File: src/hw/cpu_ctrl_pkg.sv
// Constants for the CPU control-state block: memory map, vectors, status word, bus map.
// Assumes a 16-bit address space and a 32-bit AHB-Lite register bus.
package cpu_ctrl_pkg;
  // Memory map
  localparam logic [15:0] VEC_BASE     = 16'h0000;
  localparam logic [15:0] VEC_LAST     = 16'h0019;
  localparam logic [15:0] VEC_RESET    = 16'h0000;
  localparam logic [15:0] VEC_IRQ_BASE = 16'h0004;
  localparam logic [15:0] VEC_IRQ_LAST = 16'h0018;
  localparam logic [15:0] TBL_BASE     = 16'h0040;
  localparam logic [15:0] TBL_LAST     = 16'h007F;
  localparam logic [15:0] RAM_BASE     = 16'hFE00;
  localparam logic [15:0] RAM_LAST     = 16'hFEFF;
  localparam logic [15:0] SFR_BASE     = 16'hFF00;
  localparam logic [15:0] SFR_LAST     = 16'hFFFF;
  localparam int          NUM_IRQ      = 11;
  // Status word
  localparam logic [7:0]  STATUS_RESET = 8'h02;
  localparam int          BIT_CY       = 0;
  localparam int          BIT_FIX1     = 1;
  localparam int          BIT_AC       = 4;
  localparam int          BIT_Z        = 6;
  localparam int          BIT_IE       = 7;
  // Register byte addresses
  localparam logic [7:0]  REG_PC       = 8'h00;
  localparam logic [7:0]  REG_STATUS   = 8'h04;
  localparam logic [7:0]  REG_SP       = 8'h08;
  localparam logic [7:0]  REG_CMD      = 8'h0C;
  localparam logic [7:0]  REG_OPND     = 8'h10;
  localparam logic [7:0]  REG_IRQ      = 8'h14;
  localparam logic [7:0]  REG_MASK     = 8'h18;
  localparam logic [7:0]  REG_ACCESS   = 8'h1C;
  localparam logic [7:0]  REG_RESULT   = 8'h20;
  // Commands written to REG_CMD
  localparam logic [3:0]  CMD_ADVANCE  = 4'h1;
  localparam logic [3:0]  CMD_BRANCH   = 4'h2;
  localparam logic [3:0]  CMD_TCALL    = 4'h3;
  localparam logic [3:0]  CMD_PUSH_ST  = 4'h4;
  localparam logic [3:0]  CMD_POP_ST   = 4'h5;
  localparam logic [3:0]  CMD_RETURN_FROM_IRQ_INSTRUCTION     = 4'h6;
  localparam logic [3:0]  CMD_DI       = 4'h7;
  localparam logic [3:0]  CMD_EI       = 4'h8;
  localparam logic [3:0]  CMD_ADD      = 4'h9;
  localparam logic [3:0]  CMD_SUB      = 4'hA;
  localparam logic [3:0]  CMD_ROTL     = 4'hB;
  localparam logic [3:0]  CMD_SETCY    = 4'hC;
  localparam logic [3:0]  CMD_ANDCY    = 4'hD;
  localparam logic [3:0]  CMD_ORCY     = 4'hE;
  // Region codes
  localparam logic [2:0]  RGN_VEC      = 3'h1;
  localparam logic [2:0]  RGN_TBL      = 3'h2;
  localparam logic [2:0]  RGN_RAM      = 3'h3;
  localparam logic [2:0]  RGN_SFR      = 3'h4;
  localparam logic [2:0]  RGN_PROG     = 3'h0;
  localparam logic [1:0]  HTRANS_NSEQ  = 2'h2;
endpackage : cpu_ctrl_pkg

File: src/hw/region_decode.sv
// Address map decoder: classifies a 16-bit address into its region.
// Assumes purely combinational use in the same clock domain.
`timescale 1ns/1ns
`default_nettype none
module region_decode (
  // Address in
  input  wire logic [15:0] addr,
  // Region out
  output logic      [2:0]  region
);
  always_comb begin
    if (addr >= cpu_ctrl_pkg::SFR_BASE) begin
      region = cpu_ctrl_pkg::RGN_SFR;
    end else if (addr >= cpu_ctrl_pkg::RAM_BASE && addr <= cpu_ctrl_pkg::RAM_LAST) begin
      region = cpu_ctrl_pkg::RGN_RAM;
    end else if (addr >= cpu_ctrl_pkg::TBL_BASE && addr <= cpu_ctrl_pkg::TBL_LAST) begin
      region = cpu_ctrl_pkg::RGN_TBL;
    end else if (addr <= cpu_ctrl_pkg::VEC_LAST) begin
      region = cpu_ctrl_pkg::RGN_VEC;
    end else begin
      region = cpu_ctrl_pkg::RGN_PROG;
    end
  end
endmodule : region_decode
`default_nettype wire

File: src/hw/cpu_ctrl.sv
// CPU control state: program counter, status word, stack pointer, stack RAM.
// Assumes one AHB-Lite master; hclk at 250 MHz; memory read by word-less byte ports.
// Operation
// - Flat 64 KB space addressed with 16-bit addresses.
// - Vector area 0000H-0019H, low byte even, high byte odd.
// - Reset and interrupts branch through their vector entries.
// - Table call reads its entry from 0040H-007FH.
// - RAM at FE00H-FEFFH also serves as stack.
// - Peripheral registers decoded at FF00H-FFFFH.
// - PC advances by instruction length, branches load new value.
// - Reset loads PC from bytes at 0000H and 0001H.
// - Status word pushed on interrupt or push, popped by return_from_irq_instruction/pop.
// - Reset sets the status word to 02H.
// - Interrupts refused when enable flag clear, else gated by masks.
// - Enable flag cleared by disable and acknowledge, set by enable.
// - Zero flag set on zero result, else cleared; here only add and sub update it, rotate leaves it unchanged.
// - Half-carry flag tracks carry or borrow at bit 3.
// - Carry records add/sub overflow, rotate shift-out, bit accumulator.
// - Stack pointer holds stack start, confined to internal RAM; here pushes outside it are dropped and set a sticky flag.
// - Pre-decrement before save, post-increment after restore.
// - Stack pointer undefined after reset, software must load it; reset here clears it to 0000H.
`timescale 1ns/1ns
`default_nettype none
module cpu_ctrl (
  // Clock and reset
  input  wire logic        hclk,
  input  wire logic        hresetn,
  // AHB-Lite slave
  input  wire logic        hsel,
  input  wire logic [31:0] haddr,
  input  wire logic [1:0]  htrans,
  input  wire logic        hwrite,
  input  wire logic [2:0]  hsize,
  input  wire logic [31:0] hwdata,
  input  wire logic        hready,
  output logic      [31:0] hrdata,
  output logic             hreadyout,
  output logic             hresp,
  // Program memory byte read port
  output logic      [15:0] mem_addr,
  input  wire logic [7:0]  mem_rdata,
  // Peripheral window select
  output logic             sfr_sel
);
  localparam int NUM_IRQ_W = cpu_ctrl_pkg::NUM_IRQ;

  typedef enum logic [2:0] {
    ST_IDLE    = 3'd0,
    ST_VEC_LO  = 3'd1,
    ST_VEC_HI  = 3'd2,
    ST_PUSH_HI = 3'd3,
    ST_PUSH_LO = 3'd4,
    ST_PUSH_ST = 3'd5,
    ST_POP     = 3'd6
  } seq_t;

  typedef struct packed {
    seq_t        seq;
    logic [15:0] pc;
    logic [7:0]  status;
    logic [15:0] sp;
    logic [15:0] opnd;
    logic [15:0] vec_addr;
    logic [15:0] new_pc;
    logic [1:0]  pop_left;
    logic        pop_return_from_irq_instruction;
    logic [NUM_IRQ_W-1:0] irq_pend;
    logic [NUM_IRQ_W-1:0] irq_mask;
    logic [15:0] access_addr;
    logic [7:0]  result;
    logic        dp_act;
    logic        dp_wr;
    logic [7:0]  dp_addr;
    logic [31:0] rdata;
    logic        bad_sp;
    logic        irq_frame;
  } state_t;

  state_t      cur_ff;
  state_t      nxt_st;
  logic [7:0]  ram [256];
  logic        ram_we;
  logic [7:0]  ram_wa;
  logic [7:0]  ram_wd;
  logic [2:0]  acc_region;
  logic [3:0]  cmd;
  logic [8:0]  sum9;
  logic [4:0]  sum5;
  logic [7:0]  res8;

  region_decode u_decode (
    .addr   (cur_ff.access_addr),
    .region (acc_region)
  );

  // Lowest set pending-and-unmasked source wins
  function automatic logic [3:0] pick_irq(input logic [NUM_IRQ_W-1:0] req);
    logic [3:0] idx;
    idx = 4'hF;
    for (int i = NUM_IRQ_W - 1; i >= 0; i--) begin
      if (req[i]) begin
        idx = 4'(i);
      end
    end
    return idx;
  endfunction : pick_irq

  function automatic logic in_ram(input logic [15:0] a);
    return (a >= cpu_ctrl_pkg::RAM_BASE) && (a <= cpu_ctrl_pkg::RAM_LAST);
  endfunction : in_ram

  assign hreadyout = 1'b1;
  assign hresp     = 1'b0;
  assign hrdata    = cur_ff.rdata;
  assign sfr_sel   = (acc_region == cpu_ctrl_pkg::RGN_SFR);
  assign cmd       = hwdata[3:0];

  always_comb begin
    logic [3:0]  irq_idx;
    logic        take;
    logic [7:0]  a8;
    logic [7:0]  b8;
    irq_idx  = pick_irq(cur_ff.irq_pend & cur_ff.irq_mask);
    take     = 1'b0;
    a8       = cur_ff.opnd[7:0];
    b8       = cur_ff.opnd[15:8];
    nxt_st   = cur_ff;
    ram_we   = 1'b0;
    ram_wa   = 8'h00;
    ram_wd   = 8'h00;
    mem_addr = cur_ff.vec_addr;
    sum9     = 9'h000;
    sum5     = 5'h00;
    res8     = 8'h00;
    nxt_st.dp_act = 1'b0;
    if (hsel && hready && htrans == cpu_ctrl_pkg::HTRANS_NSEQ) begin
      nxt_st.dp_act  = 1'b1;
      nxt_st.dp_wr   = hwrite;
      nxt_st.dp_addr = haddr[7:0];
    end
    unique case (cur_ff.seq)
      ST_IDLE: begin
        // Interrupts only accepted when enable flag is set and mask allows
        if (cur_ff.status[cpu_ctrl_pkg::BIT_IE] && irq_idx != 4'hF) begin
          take = 1'b1;
          nxt_st.irq_pend[irq_idx] = 1'b0;
          nxt_st.vec_addr = cpu_ctrl_pkg::VEC_IRQ_BASE + 16'({irq_idx, 1'b0});
          nxt_st.status[cpu_ctrl_pkg::BIT_IE] = 1'b0;
          nxt_st.irq_frame = 1'b1;
          nxt_st.seq = ST_PUSH_HI;
        end
      end
      ST_VEC_LO: begin
        nxt_st.new_pc[7:0] = mem_rdata;
        nxt_st.vec_addr = cur_ff.vec_addr + 16'h0001;
        nxt_st.seq = ST_VEC_HI;
      end
      ST_VEC_HI: begin
        nxt_st.pc = {mem_rdata, cur_ff.new_pc[7:0]};
        nxt_st.seq = ST_IDLE;
      end
      ST_PUSH_HI, ST_PUSH_LO, ST_PUSH_ST: begin
        // Save order: status, PC high, PC low, each after a decrement
        nxt_st.sp = cur_ff.sp - 16'h0001;
        ram_we = in_ram(nxt_st.sp);
        nxt_st.bad_sp = cur_ff.bad_sp | ~in_ram(nxt_st.sp);
        ram_wa = nxt_st.sp[7:0];
        if (cur_ff.seq == ST_PUSH_HI) begin
          // Frame keeps the enable flag as it stood before the acknowledge
          ram_wd = cur_ff.status;
          ram_wd[cpu_ctrl_pkg::BIT_IE] = cur_ff.status[cpu_ctrl_pkg::BIT_IE] | cur_ff.irq_frame;
          nxt_st.seq = ST_PUSH_LO;
        end else if (cur_ff.seq == ST_PUSH_LO) begin
          ram_wd = cur_ff.pc[15:8];
          nxt_st.seq = ST_PUSH_ST;
        end else begin
          ram_wd = cur_ff.pc[7:0];
          nxt_st.seq = ST_VEC_LO;
        end
      end
      ST_POP: begin
        // Restore reads at sp then increments
        if (cur_ff.pop_return_from_irq_instruction && cur_ff.pop_left == 2'd3) begin
          nxt_st.pc[7:0] = ram[cur_ff.sp[7:0]];
        end else if (cur_ff.pop_return_from_irq_instruction && cur_ff.pop_left == 2'd2) begin
          nxt_st.pc[15:8] = ram[cur_ff.sp[7:0]];
        end else begin
          nxt_st.status = ram[cur_ff.sp[7:0]];
        end
        nxt_st.sp = cur_ff.sp + 16'h0001;
        nxt_st.pop_left = cur_ff.pop_left - 2'd1;
        if (cur_ff.pop_left == 2'd1) begin
          nxt_st.seq = ST_IDLE;
        end
      end
      default: nxt_st.seq = ST_IDLE;
    endcase
    // Register writes in the data phase; all but REG_IRQ ignored while a sequence runs
    if (cur_ff.dp_act && cur_ff.dp_wr && cur_ff.seq == ST_IDLE && !take) begin
      unique case (cur_ff.dp_addr)
        cpu_ctrl_pkg::REG_STATUS: nxt_st.status = hwdata[7:0];
        cpu_ctrl_pkg::REG_SP:     nxt_st.sp = hwdata[15:0];
        cpu_ctrl_pkg::REG_OPND:   nxt_st.opnd = hwdata[15:0];
        cpu_ctrl_pkg::REG_MASK:   nxt_st.irq_mask = hwdata[NUM_IRQ_W-1:0];
        cpu_ctrl_pkg::REG_ACCESS: nxt_st.access_addr = hwdata[15:0];
        cpu_ctrl_pkg::REG_CMD: begin
          unique case (cmd)
            cpu_ctrl_pkg::CMD_ADVANCE: nxt_st.pc = cur_ff.pc + 16'(hwdata[6:4]);
            cpu_ctrl_pkg::CMD_BRANCH:  nxt_st.pc = cur_ff.opnd;
            cpu_ctrl_pkg::CMD_TCALL: begin
              nxt_st.vec_addr = cpu_ctrl_pkg::TBL_BASE + 16'({hwdata[8:4], 1'b0});
              nxt_st.seq = ST_VEC_LO;
            end
            cpu_ctrl_pkg::CMD_PUSH_ST: begin
              nxt_st.irq_frame = 1'b0;
              nxt_st.seq = ST_PUSH_HI;
              nxt_st.vec_addr = cur_ff.pc;
            end
            cpu_ctrl_pkg::CMD_POP_ST: begin
              nxt_st.pop_return_from_irq_instruction = 1'b0;
              nxt_st.pop_left = 2'd1;
              nxt_st.seq = ST_POP;
            end
            cpu_ctrl_pkg::CMD_RETURN_FROM_IRQ_INSTRUCTION: begin
              nxt_st.pop_return_from_irq_instruction = 1'b1;
              nxt_st.pop_left = 2'd3;
              nxt_st.seq = ST_POP;
            end
            cpu_ctrl_pkg::CMD_DI: nxt_st.status[cpu_ctrl_pkg::BIT_IE] = 1'b0;
            cpu_ctrl_pkg::CMD_EI: nxt_st.status[cpu_ctrl_pkg::BIT_IE] = 1'b1;
            cpu_ctrl_pkg::CMD_ADD: begin
              sum9 = {1'b0, a8} + {1'b0, b8};
              sum5 = {1'b0, a8[3:0]} + {1'b0, b8[3:0]};
              res8 = sum9[7:0];
              nxt_st.result = res8;
              nxt_st.status[cpu_ctrl_pkg::BIT_CY] = sum9[8];
              nxt_st.status[cpu_ctrl_pkg::BIT_AC] = sum5[4];
              nxt_st.status[cpu_ctrl_pkg::BIT_Z]  = (res8 == 8'h00);
            end
            cpu_ctrl_pkg::CMD_SUB: begin
              sum9 = {1'b0, a8} - {1'b0, b8};
              sum5 = {1'b0, a8[3:0]} - {1'b0, b8[3:0]};
              res8 = sum9[7:0];
              nxt_st.result = res8;
              nxt_st.status[cpu_ctrl_pkg::BIT_CY] = sum9[8];
              nxt_st.status[cpu_ctrl_pkg::BIT_AC] = sum5[4];
              nxt_st.status[cpu_ctrl_pkg::BIT_Z]  = (res8 == 8'h00);
            end
            cpu_ctrl_pkg::CMD_ROTL: begin
              nxt_st.result = {a8[6:0], a8[7]};
              nxt_st.status[cpu_ctrl_pkg::BIT_CY] = a8[7];
            end
            cpu_ctrl_pkg::CMD_SETCY: nxt_st.status[cpu_ctrl_pkg::BIT_CY] = hwdata[4];
            cpu_ctrl_pkg::CMD_ANDCY: nxt_st.status[cpu_ctrl_pkg::BIT_CY] =
                                       cur_ff.status[cpu_ctrl_pkg::BIT_CY] & hwdata[4];
            cpu_ctrl_pkg::CMD_ORCY:  nxt_st.status[cpu_ctrl_pkg::BIT_CY] =
                                       cur_ff.status[cpu_ctrl_pkg::BIT_CY] | hwdata[4];
            default: ;
          endcase
        end
        default: ;
      endcase
    end
    // Requests raised in the same cycle as a clear still land
    if (cur_ff.dp_act && cur_ff.dp_wr && cur_ff.dp_addr == cpu_ctrl_pkg::REG_IRQ) begin
      nxt_st.irq_pend = nxt_st.irq_pend | hwdata[NUM_IRQ_W-1:0];
    end
    // Read data captured for the next data phase
    nxt_st.rdata = 32'h0000_0000;
    if (hsel && hready && htrans == cpu_ctrl_pkg::HTRANS_NSEQ && !hwrite) begin
      unique case (haddr[7:0])
        cpu_ctrl_pkg::REG_PC:     nxt_st.rdata = {16'h0000, nxt_st.pc};
        cpu_ctrl_pkg::REG_STATUS: nxt_st.rdata = {24'h000000, nxt_st.status};
        cpu_ctrl_pkg::REG_SP:     nxt_st.rdata = {15'h0000, nxt_st.bad_sp, nxt_st.sp};
        cpu_ctrl_pkg::REG_CMD:    nxt_st.rdata = {29'h0, nxt_st.seq};
        cpu_ctrl_pkg::REG_OPND:   nxt_st.rdata = {16'h0000, nxt_st.opnd};
        cpu_ctrl_pkg::REG_IRQ:    nxt_st.rdata = {21'h0, nxt_st.irq_pend};
        cpu_ctrl_pkg::REG_MASK:   nxt_st.rdata = {21'h0, nxt_st.irq_mask};
        cpu_ctrl_pkg::REG_ACCESS: nxt_st.rdata = {13'h0, acc_region, nxt_st.access_addr};
        cpu_ctrl_pkg::REG_RESULT: nxt_st.rdata = {24'h000000, nxt_st.result};
        default:                  nxt_st.rdata = 32'h0000_0000;
      endcase
    end
  end

  always_ff @(posedge hclk or negedge hresetn) begin
    if (!hresetn) begin
      cur_ff          <= '0;
      cur_ff.seq      <= ST_VEC_LO;
      cur_ff.vec_addr <= cpu_ctrl_pkg::VEC_RESET;
      cur_ff.status   <= cpu_ctrl_pkg::STATUS_RESET;
    end else begin
      cur_ff <= nxt_st;
    end
  end

  // Stack RAM has no reset; contents undefined after power-up
  always_ff @(posedge hclk) begin
    if (ram_we) begin
      ram[ram_wa] <= ram_wd;
    end
  end

  a_status_reset: assert property (@(posedge hclk) $rose(hresetn) |->
    cur_ff.status == cpu_ctrl_pkg::STATUS_RESET) else $error("status not 02 after reset");
  a_flags_clear: assert property (@(posedge hclk) $rose(hresetn) |->
    !cur_ff.status[cpu_ctrl_pkg::BIT_IE] && !cur_ff.status[cpu_ctrl_pkg::BIT_Z]
    && !cur_ff.status[cpu_ctrl_pkg::BIT_AC]
    && !cur_ff.status[cpu_ctrl_pkg::BIT_CY]) else $error("flags set at reset");
  a_reset_vector: assert property (@(posedge hclk) disable iff (!hresetn)
    $rose(hresetn) |-> mem_addr == cpu_ctrl_pkg::VEC_RESET ##1 mem_addr == 16'h0001)
    else $error("reset vector fetch wrong");
  a_ie_gates: assert property (@(posedge hclk) disable iff (!hresetn)
    (cur_ff.seq == ST_IDLE && !cur_ff.status[cpu_ctrl_pkg::BIT_IE]) |=>
    (cur_ff.irq_pend & $past(cur_ff.irq_pend)) == $past(cur_ff.irq_pend))
    else $error("irq taken while disabled");
  a_ack_clears_ie: assert property (@(posedge hclk) disable iff (!hresetn)
    (cur_ff.seq == ST_IDLE && cur_ff.status[cpu_ctrl_pkg::BIT_IE] && (cur_ff.irq_pend & cur_ff.irq_mask) != '0)
    |=> cur_ff.seq == ST_PUSH_HI && !cur_ff.status[cpu_ctrl_pkg::BIT_IE])
    else $error("ack left enable set");
  a_push_predec: assert property (@(posedge hclk) disable iff (!hresetn)
    cur_ff.seq == ST_PUSH_HI |=> cur_ff.sp == $past(cur_ff.sp) - 16'h0001
    ##1 cur_ff.sp == $past(cur_ff.sp, 2) - 16'h0002) else $error("push decrement wrong");
  a_pop_postinc: assert property (@(posedge hclk) disable iff (!hresetn)
    cur_ff.seq == ST_POP |=> cur_ff.sp == $past(cur_ff.sp) + 16'h0001)
    else $error("pop increment wrong");
  a_vec_to_idle: assert property (@(posedge hclk) disable iff (!hresetn)
    cur_ff.seq == ST_VEC_LO |=> cur_ff.seq == ST_VEC_HI ##1 cur_ff.seq == ST_IDLE)
    else $error("vector load sequence wrong");
  a_zero_flag: assert property (@(posedge hclk) disable iff (!hresetn)
    (cur_ff.dp_act && cur_ff.dp_wr && cur_ff.dp_addr == cpu_ctrl_pkg::REG_CMD
     && cmd == cpu_ctrl_pkg::CMD_ADD && cur_ff.seq == ST_IDLE && nxt_st.seq == ST_IDLE)
    |=> cur_ff.status[cpu_ctrl_pkg::BIT_Z] == (cur_ff.result == 8'h00))
    else $error("zero flag mismatch");
  c_irq_taken: cover property (@(posedge hclk) disable iff (!hresetn)
    cur_ff.seq == ST_IDLE ##1 cur_ff.seq == ST_PUSH_HI);
  c_return_from_irq_instruction_done: cover property (@(posedge hclk) disable iff (!hresetn)
    cur_ff.seq == ST_POP && cur_ff.pop_return_from_irq_instruction ##3 cur_ff.seq == ST_IDLE);
  c_tcall: cover property (@(posedge hclk) disable iff (!hresetn)
    cur_ff.seq == ST_VEC_LO && cur_ff.vec_addr >= cpu_ctrl_pkg::TBL_BASE);
  c_push_cmd: cover property (@(posedge hclk) disable iff (!hresetn)
    cur_ff.seq == ST_PUSH_HI && !cur_ff.irq_frame);
  c_pend_refused: cover property (@(posedge hclk) disable iff (!hresetn)
    cur_ff.seq == ST_IDLE && !cur_ff.status[cpu_ctrl_pkg::BIT_IE] && cur_ff.irq_pend != '0);
endmodule : cpu_ctrl
`default_nettype wire

File: config.mk
export PLATFORM = sky130hd
export DESIGN_NAME = cpu_ctrl
export DESIGN_NICKNAME = d
export VERILOG_FILES = /design/src/hw/cpu_ctrl_pkg.sv /design/src/hw/region_decode.sv /design/src/hw/cpu_ctrl.sv
export SDC_FILE = /design/constraint.sdc
export NUM_CORES = 2
export LEC_CHECK = 0
export BUFFER_PORTS_ARGS = -buffer_cell sky130_fd_sc_hd__buf_2
export CAP_MARGIN = 20
export CORE_ASPECT_RATIO = 0.7
export CORE_MARGIN = 10
export CORE_UTILIZATION = 23
export CTS_BUF_LIST = sky130_fd_sc_hd__clkbuf_16
export CTS_CLUSTER_DIAMETER = 100
export DETAILED_ROUTE_END_ITERATION = 6
export PLACE_DENSITY = 0.36
export REMOVE_ABC_BUFFERS = 1
export SYNTH_ARGS = -nofsm -noshare
export SYNTH_HDL_FRONTEND = slang
export SYNTH_SLANG_ARGS = --single-unit
File: constraint.sdc
create_clock -name hclk -period 16.1 [get_ports hclk]
set_clock_uncertainty 0.2 [all_clocks]
set_input_delay 3.22 -clock hclk [delete_from_list [all_inputs] [get_ports hclk]]
set_output_delay 3.22 -clock hclk [all_outputs]
set_load 0.005 [all_outputs]
==> load_flow_metrics.sql <==
INSERT INTO impl_metrics (metric_group, metric, value, unit) VALUES
('clock_tree', 'clock_latency', '0.91', 'ns'),
('synthesis', 'post_synth_and_or_nand_nor_area_fraction', '0.0489', ''),
('synthesis', 'count_of_unique_library_cells_instantiated_by_yosys', '93', ''),
('drt', 'ant_nets', '0', ''),
('setup_path', 'worstPathRequired', '16.61', 'ns'),
('timing', 'fin_tns_setup', '0', 'ns'),
('clock_tree', 'holdBufCountCts', '0', ''),
('setup_path', 'crit_path_top_delay_cell', 'a2111oi_1', ''),
('pwr', 'power.density', '163', 'mW/mm^2'),
('synthesis', 'postSynth.asyncResetShare', '0.0737', ''),
('synthesis', 'synth_seq_area_share', '0.719', ''),
('clock_tree', 'cts_buf_count', '224', ''),
('final_layout', 'multi_input_comb_area', '0.0238', 'mm^2'),
('global_route', 'grt_max_degree', '183', ''),
('global_route', 'grtUsageTotal', '0.144', ''),
('final_layout', 'layout.filler_cells', '39800', ''),
('final_layout', 'post-route-cell-area', '0.105', 'mm^2'),
('synthesis', 'synthTopCellsByCount', 'edfxtp_1, mux4_2, nor2_1', ''),
('timing', 'layout_worst_path_cycle_share', '0.472', ''),
('setup_path', 'critical_path_cell_list', 'buf_4 -> buf_4 -> buf_4 -> mux4_2 -> mux2i_1 -> o22ai_1 -> a2111oi_1 -> a221oi_1 -> a311oi_4 -> buf_4 -> nand2_1 -> o211ai_1 -> a311o_1 -> a31oi_1', ''),
('placed_design', 'place.gp.congestion', '0.821', ''),
('placed_design', 'number_of_placed_instances_with_taps_included', '10100', ''),
('synthesis', 'yosysMostFrequentCell', 'edfxtp_1', ''),
('final_layout', 'final_cell_count_no_fill', '10500', ''),
('final_layout', 'seq_area', '0.0656', 'mm^2'),
('worst_hold_path', 'worst_hold_path_type', 'reg -> reg', ''),
('timing', 'report.final.slew_viol_count', '0', ''),
('setup_path', 'max_stage_delay_on_crit_path', '1.04', 'ns'),
('synthesis', 'synth-edff-count', '2048', ''),
('floorplanning', 'die_x', '773', 'um'),
('clock_tree', 'ctsLongestPathBuffers', '4', ''),
('clock_tree', 'cts-root-buf', 'clkbuf_16', ''),
('drt', 'drc_violation_count_after_routing', '0', ''),
('floorplanning', 'rows', '193', ''),
('clock_tree', 'clk_pin_slew_worst_paths', '0.06', 'ns'),
('global_route', 'number_of_global_route_vias_before_repair', '49000', ''),
('synthesis', 'synthAdderAreaFrac', '0.00491', ''),
('clock_tree', 'tritoncts', 'built', ''),
('timing', 'fmaxAchievable', '132', 'MHz'),
('timing', 'final_hold_viol_count', '0', ''),
('job', 'cap_violations', '0', ''),
('synthesis', 'number_of_standard_cells_after_synthesis', '4920', ''),
('synthesis', 'main_combinational_cell_family_by_area_after_synthesis', 'multiplexers', ''),
('synthesis', 'synth_mux_area_frac', '0.159', ''),
('placed_design', 'placement.cell_area', '0.0976', 'mm^2'),
('drt', 'detail_route.first_pass.iterations', '5', ''),
('pwr', 'cellLeakagePower', '33.3', 'nW'),
('timing', 'timing.max_slew.rel_slack', '0.0732', ''),
('run_status', 'status', 'completed', ''),
('setup_path', 'crit_path_end_kind', 'flop', ''),
('clock_tree', 'cts_num_sinks', '2211', ''),
('synthesis', 'yosys_top_cell_by_area', 'edfxtp_1', ''),
('pwr', 'ir_drop', '0.123', 'mV'),
('placed_design', 'numPortBuffers', '74', ''),
('drt', 'vias', '49000', ''),
('clock_tree', 'post-cts-setup-buffer-count', '0', ''),
('placed_design', 'place_worst_setup_slack', '8.51', 'ns'),
('synthesis', 'netlist_top_cells_area', 'edfxtp_1, mux4_2, dfrtp_1', ''),
('setup_path', 'crit_path_start_kind', 'flop', ''),
('clock_tree', 'clock_tree.htree_level_count', '4', ''),
('setup_path', 'crit_path_max_fanout', '37', ''),
('floorplanning', 'io_pins', '133', ''),
('timing', 'setup_viol', '0', ''),
('global_route', 'first_pass_grt_wire_length', '429000', 'um'),
('drt', 'routed_via_density', '4.67', ''),
('timing', 'rsz0062_at_grt', 'no', ''),
('floorplanning', 'dieArea', '0.423', 'mm^2'),
('drt', 'avgRoutedWirePerCell', '30.0', 'um'),
('synthesis', 'synth_top_flop_cell', 'edfxtp_1', ''),
('timing', 'tightest_slew', '1.39', 'ns'),
('placed_design', 'detailed_place_hpwl', '199000', 'um');
-- routing by layer --
layer	GRT usage	routed length, um	vias to the layer above
met5	0	13	-
met3	0.0312	22200	323
met4	0.0243	5060	2
met2	0.197	128000	1664
li1	-	-	20100
met1	0.232	160000	26900
-- cells in the final DEF, fill, tap and decap left out, drive strengths merged, types with 91 or more instances in the layout --
master	synthesis	routed
nor2	396	396
edfxtp	2048	2048
clkbuf	125	230
inv	40	91
clkinv	4	104
dfrtp	161	161
buf	213	210
a21oi	91	91
o21ai	132	132
mux4	582	582
nand2	298	298
-- sequential cells by signal, indices dropped and copies added (netlist names) --
name      cells
ram        2048
cur_ff      128
hrdata       19
mem_addr     16
-- worst paths after layout --
kind                                   from    endpoint  slack [ns]  cells after the start
worst max-delay path            cur_ff[141]   hrdata[6]        8.50                     14
worst min-delay path             cur_ff[39]  cur_ff[39]        0.28                      2
worst max register to register  cur_ff[141]   hrdata[6]        8.50                     14
worst min register to register   cur_ff[39]  cur_ff[39]        0.28                      2
max in group asynchronous           hresetn  hrdata[18]       11.91                      2
min in group asynchronous           hresetn  hrdata[13]        2.21                      1
-- metrics by stage --
step	util	total power, mW	hold slack, ns
after floorplan	-	11.5	0.223
after global placement	0.247	12.0	0.271
after detailed placement	0.247	12.0	0.275
after CTS	0.265	17.2	0.291
after global routing	0.265	17.7	0.305
final	0.265	17.0	0.284
-- worst max-delay path, delay by kind of cell, from the launching register on --
| family | cells | cell delay (ns) |
|---|---|---|
| muxes | 2 | 0.94 |
| DFF | 1 | 0.73 |
| AOI/OAI and AO/OA | 7 | 2.95 |
| buffers and inverters | 4 | 2.32 |
| and+or+nand+nor | 1 | 0.08 |
-- logic make-up (layout without fill, tap and decap cells) --
logic type               after synthesis  after routing
flip-flops                          2211           2211
AND/OR/NAND/NOR                      989            989
multiplexers                         714            714
AO/OA/AOI/OAI                        545            545
buffers and inverters                382            659
XOR/XNOR                              43             43
adder cells (fa/ha/maj)               34             34
other                                  2             29
-- power breakdown --
| part | switching, mW | internal, mW | leakage [nW] |
|---|---|---|---|
| Clock | 2.33 | 2.81 | 3.56 |
| Combinational | 3.29 | 1.77 | 8.77 |
| Sequential | 0.182 | 6.64 | 20.9 |
| Total | 5.80 | 11.2 | 33.3 |
-- area by class of cell --
type	count	area share
flip-flops and latches	2211	0.627
multi-input cells	2340	0.227
well taps	5265	0.0630
clock buffers	226	0.0541
repair buffers	214	0.0149
clock inverters	175	0.0120
inverters	44	0.00165
diodes	14	0.000335
No activity file was read; power rests on OpenSTA's default activity.
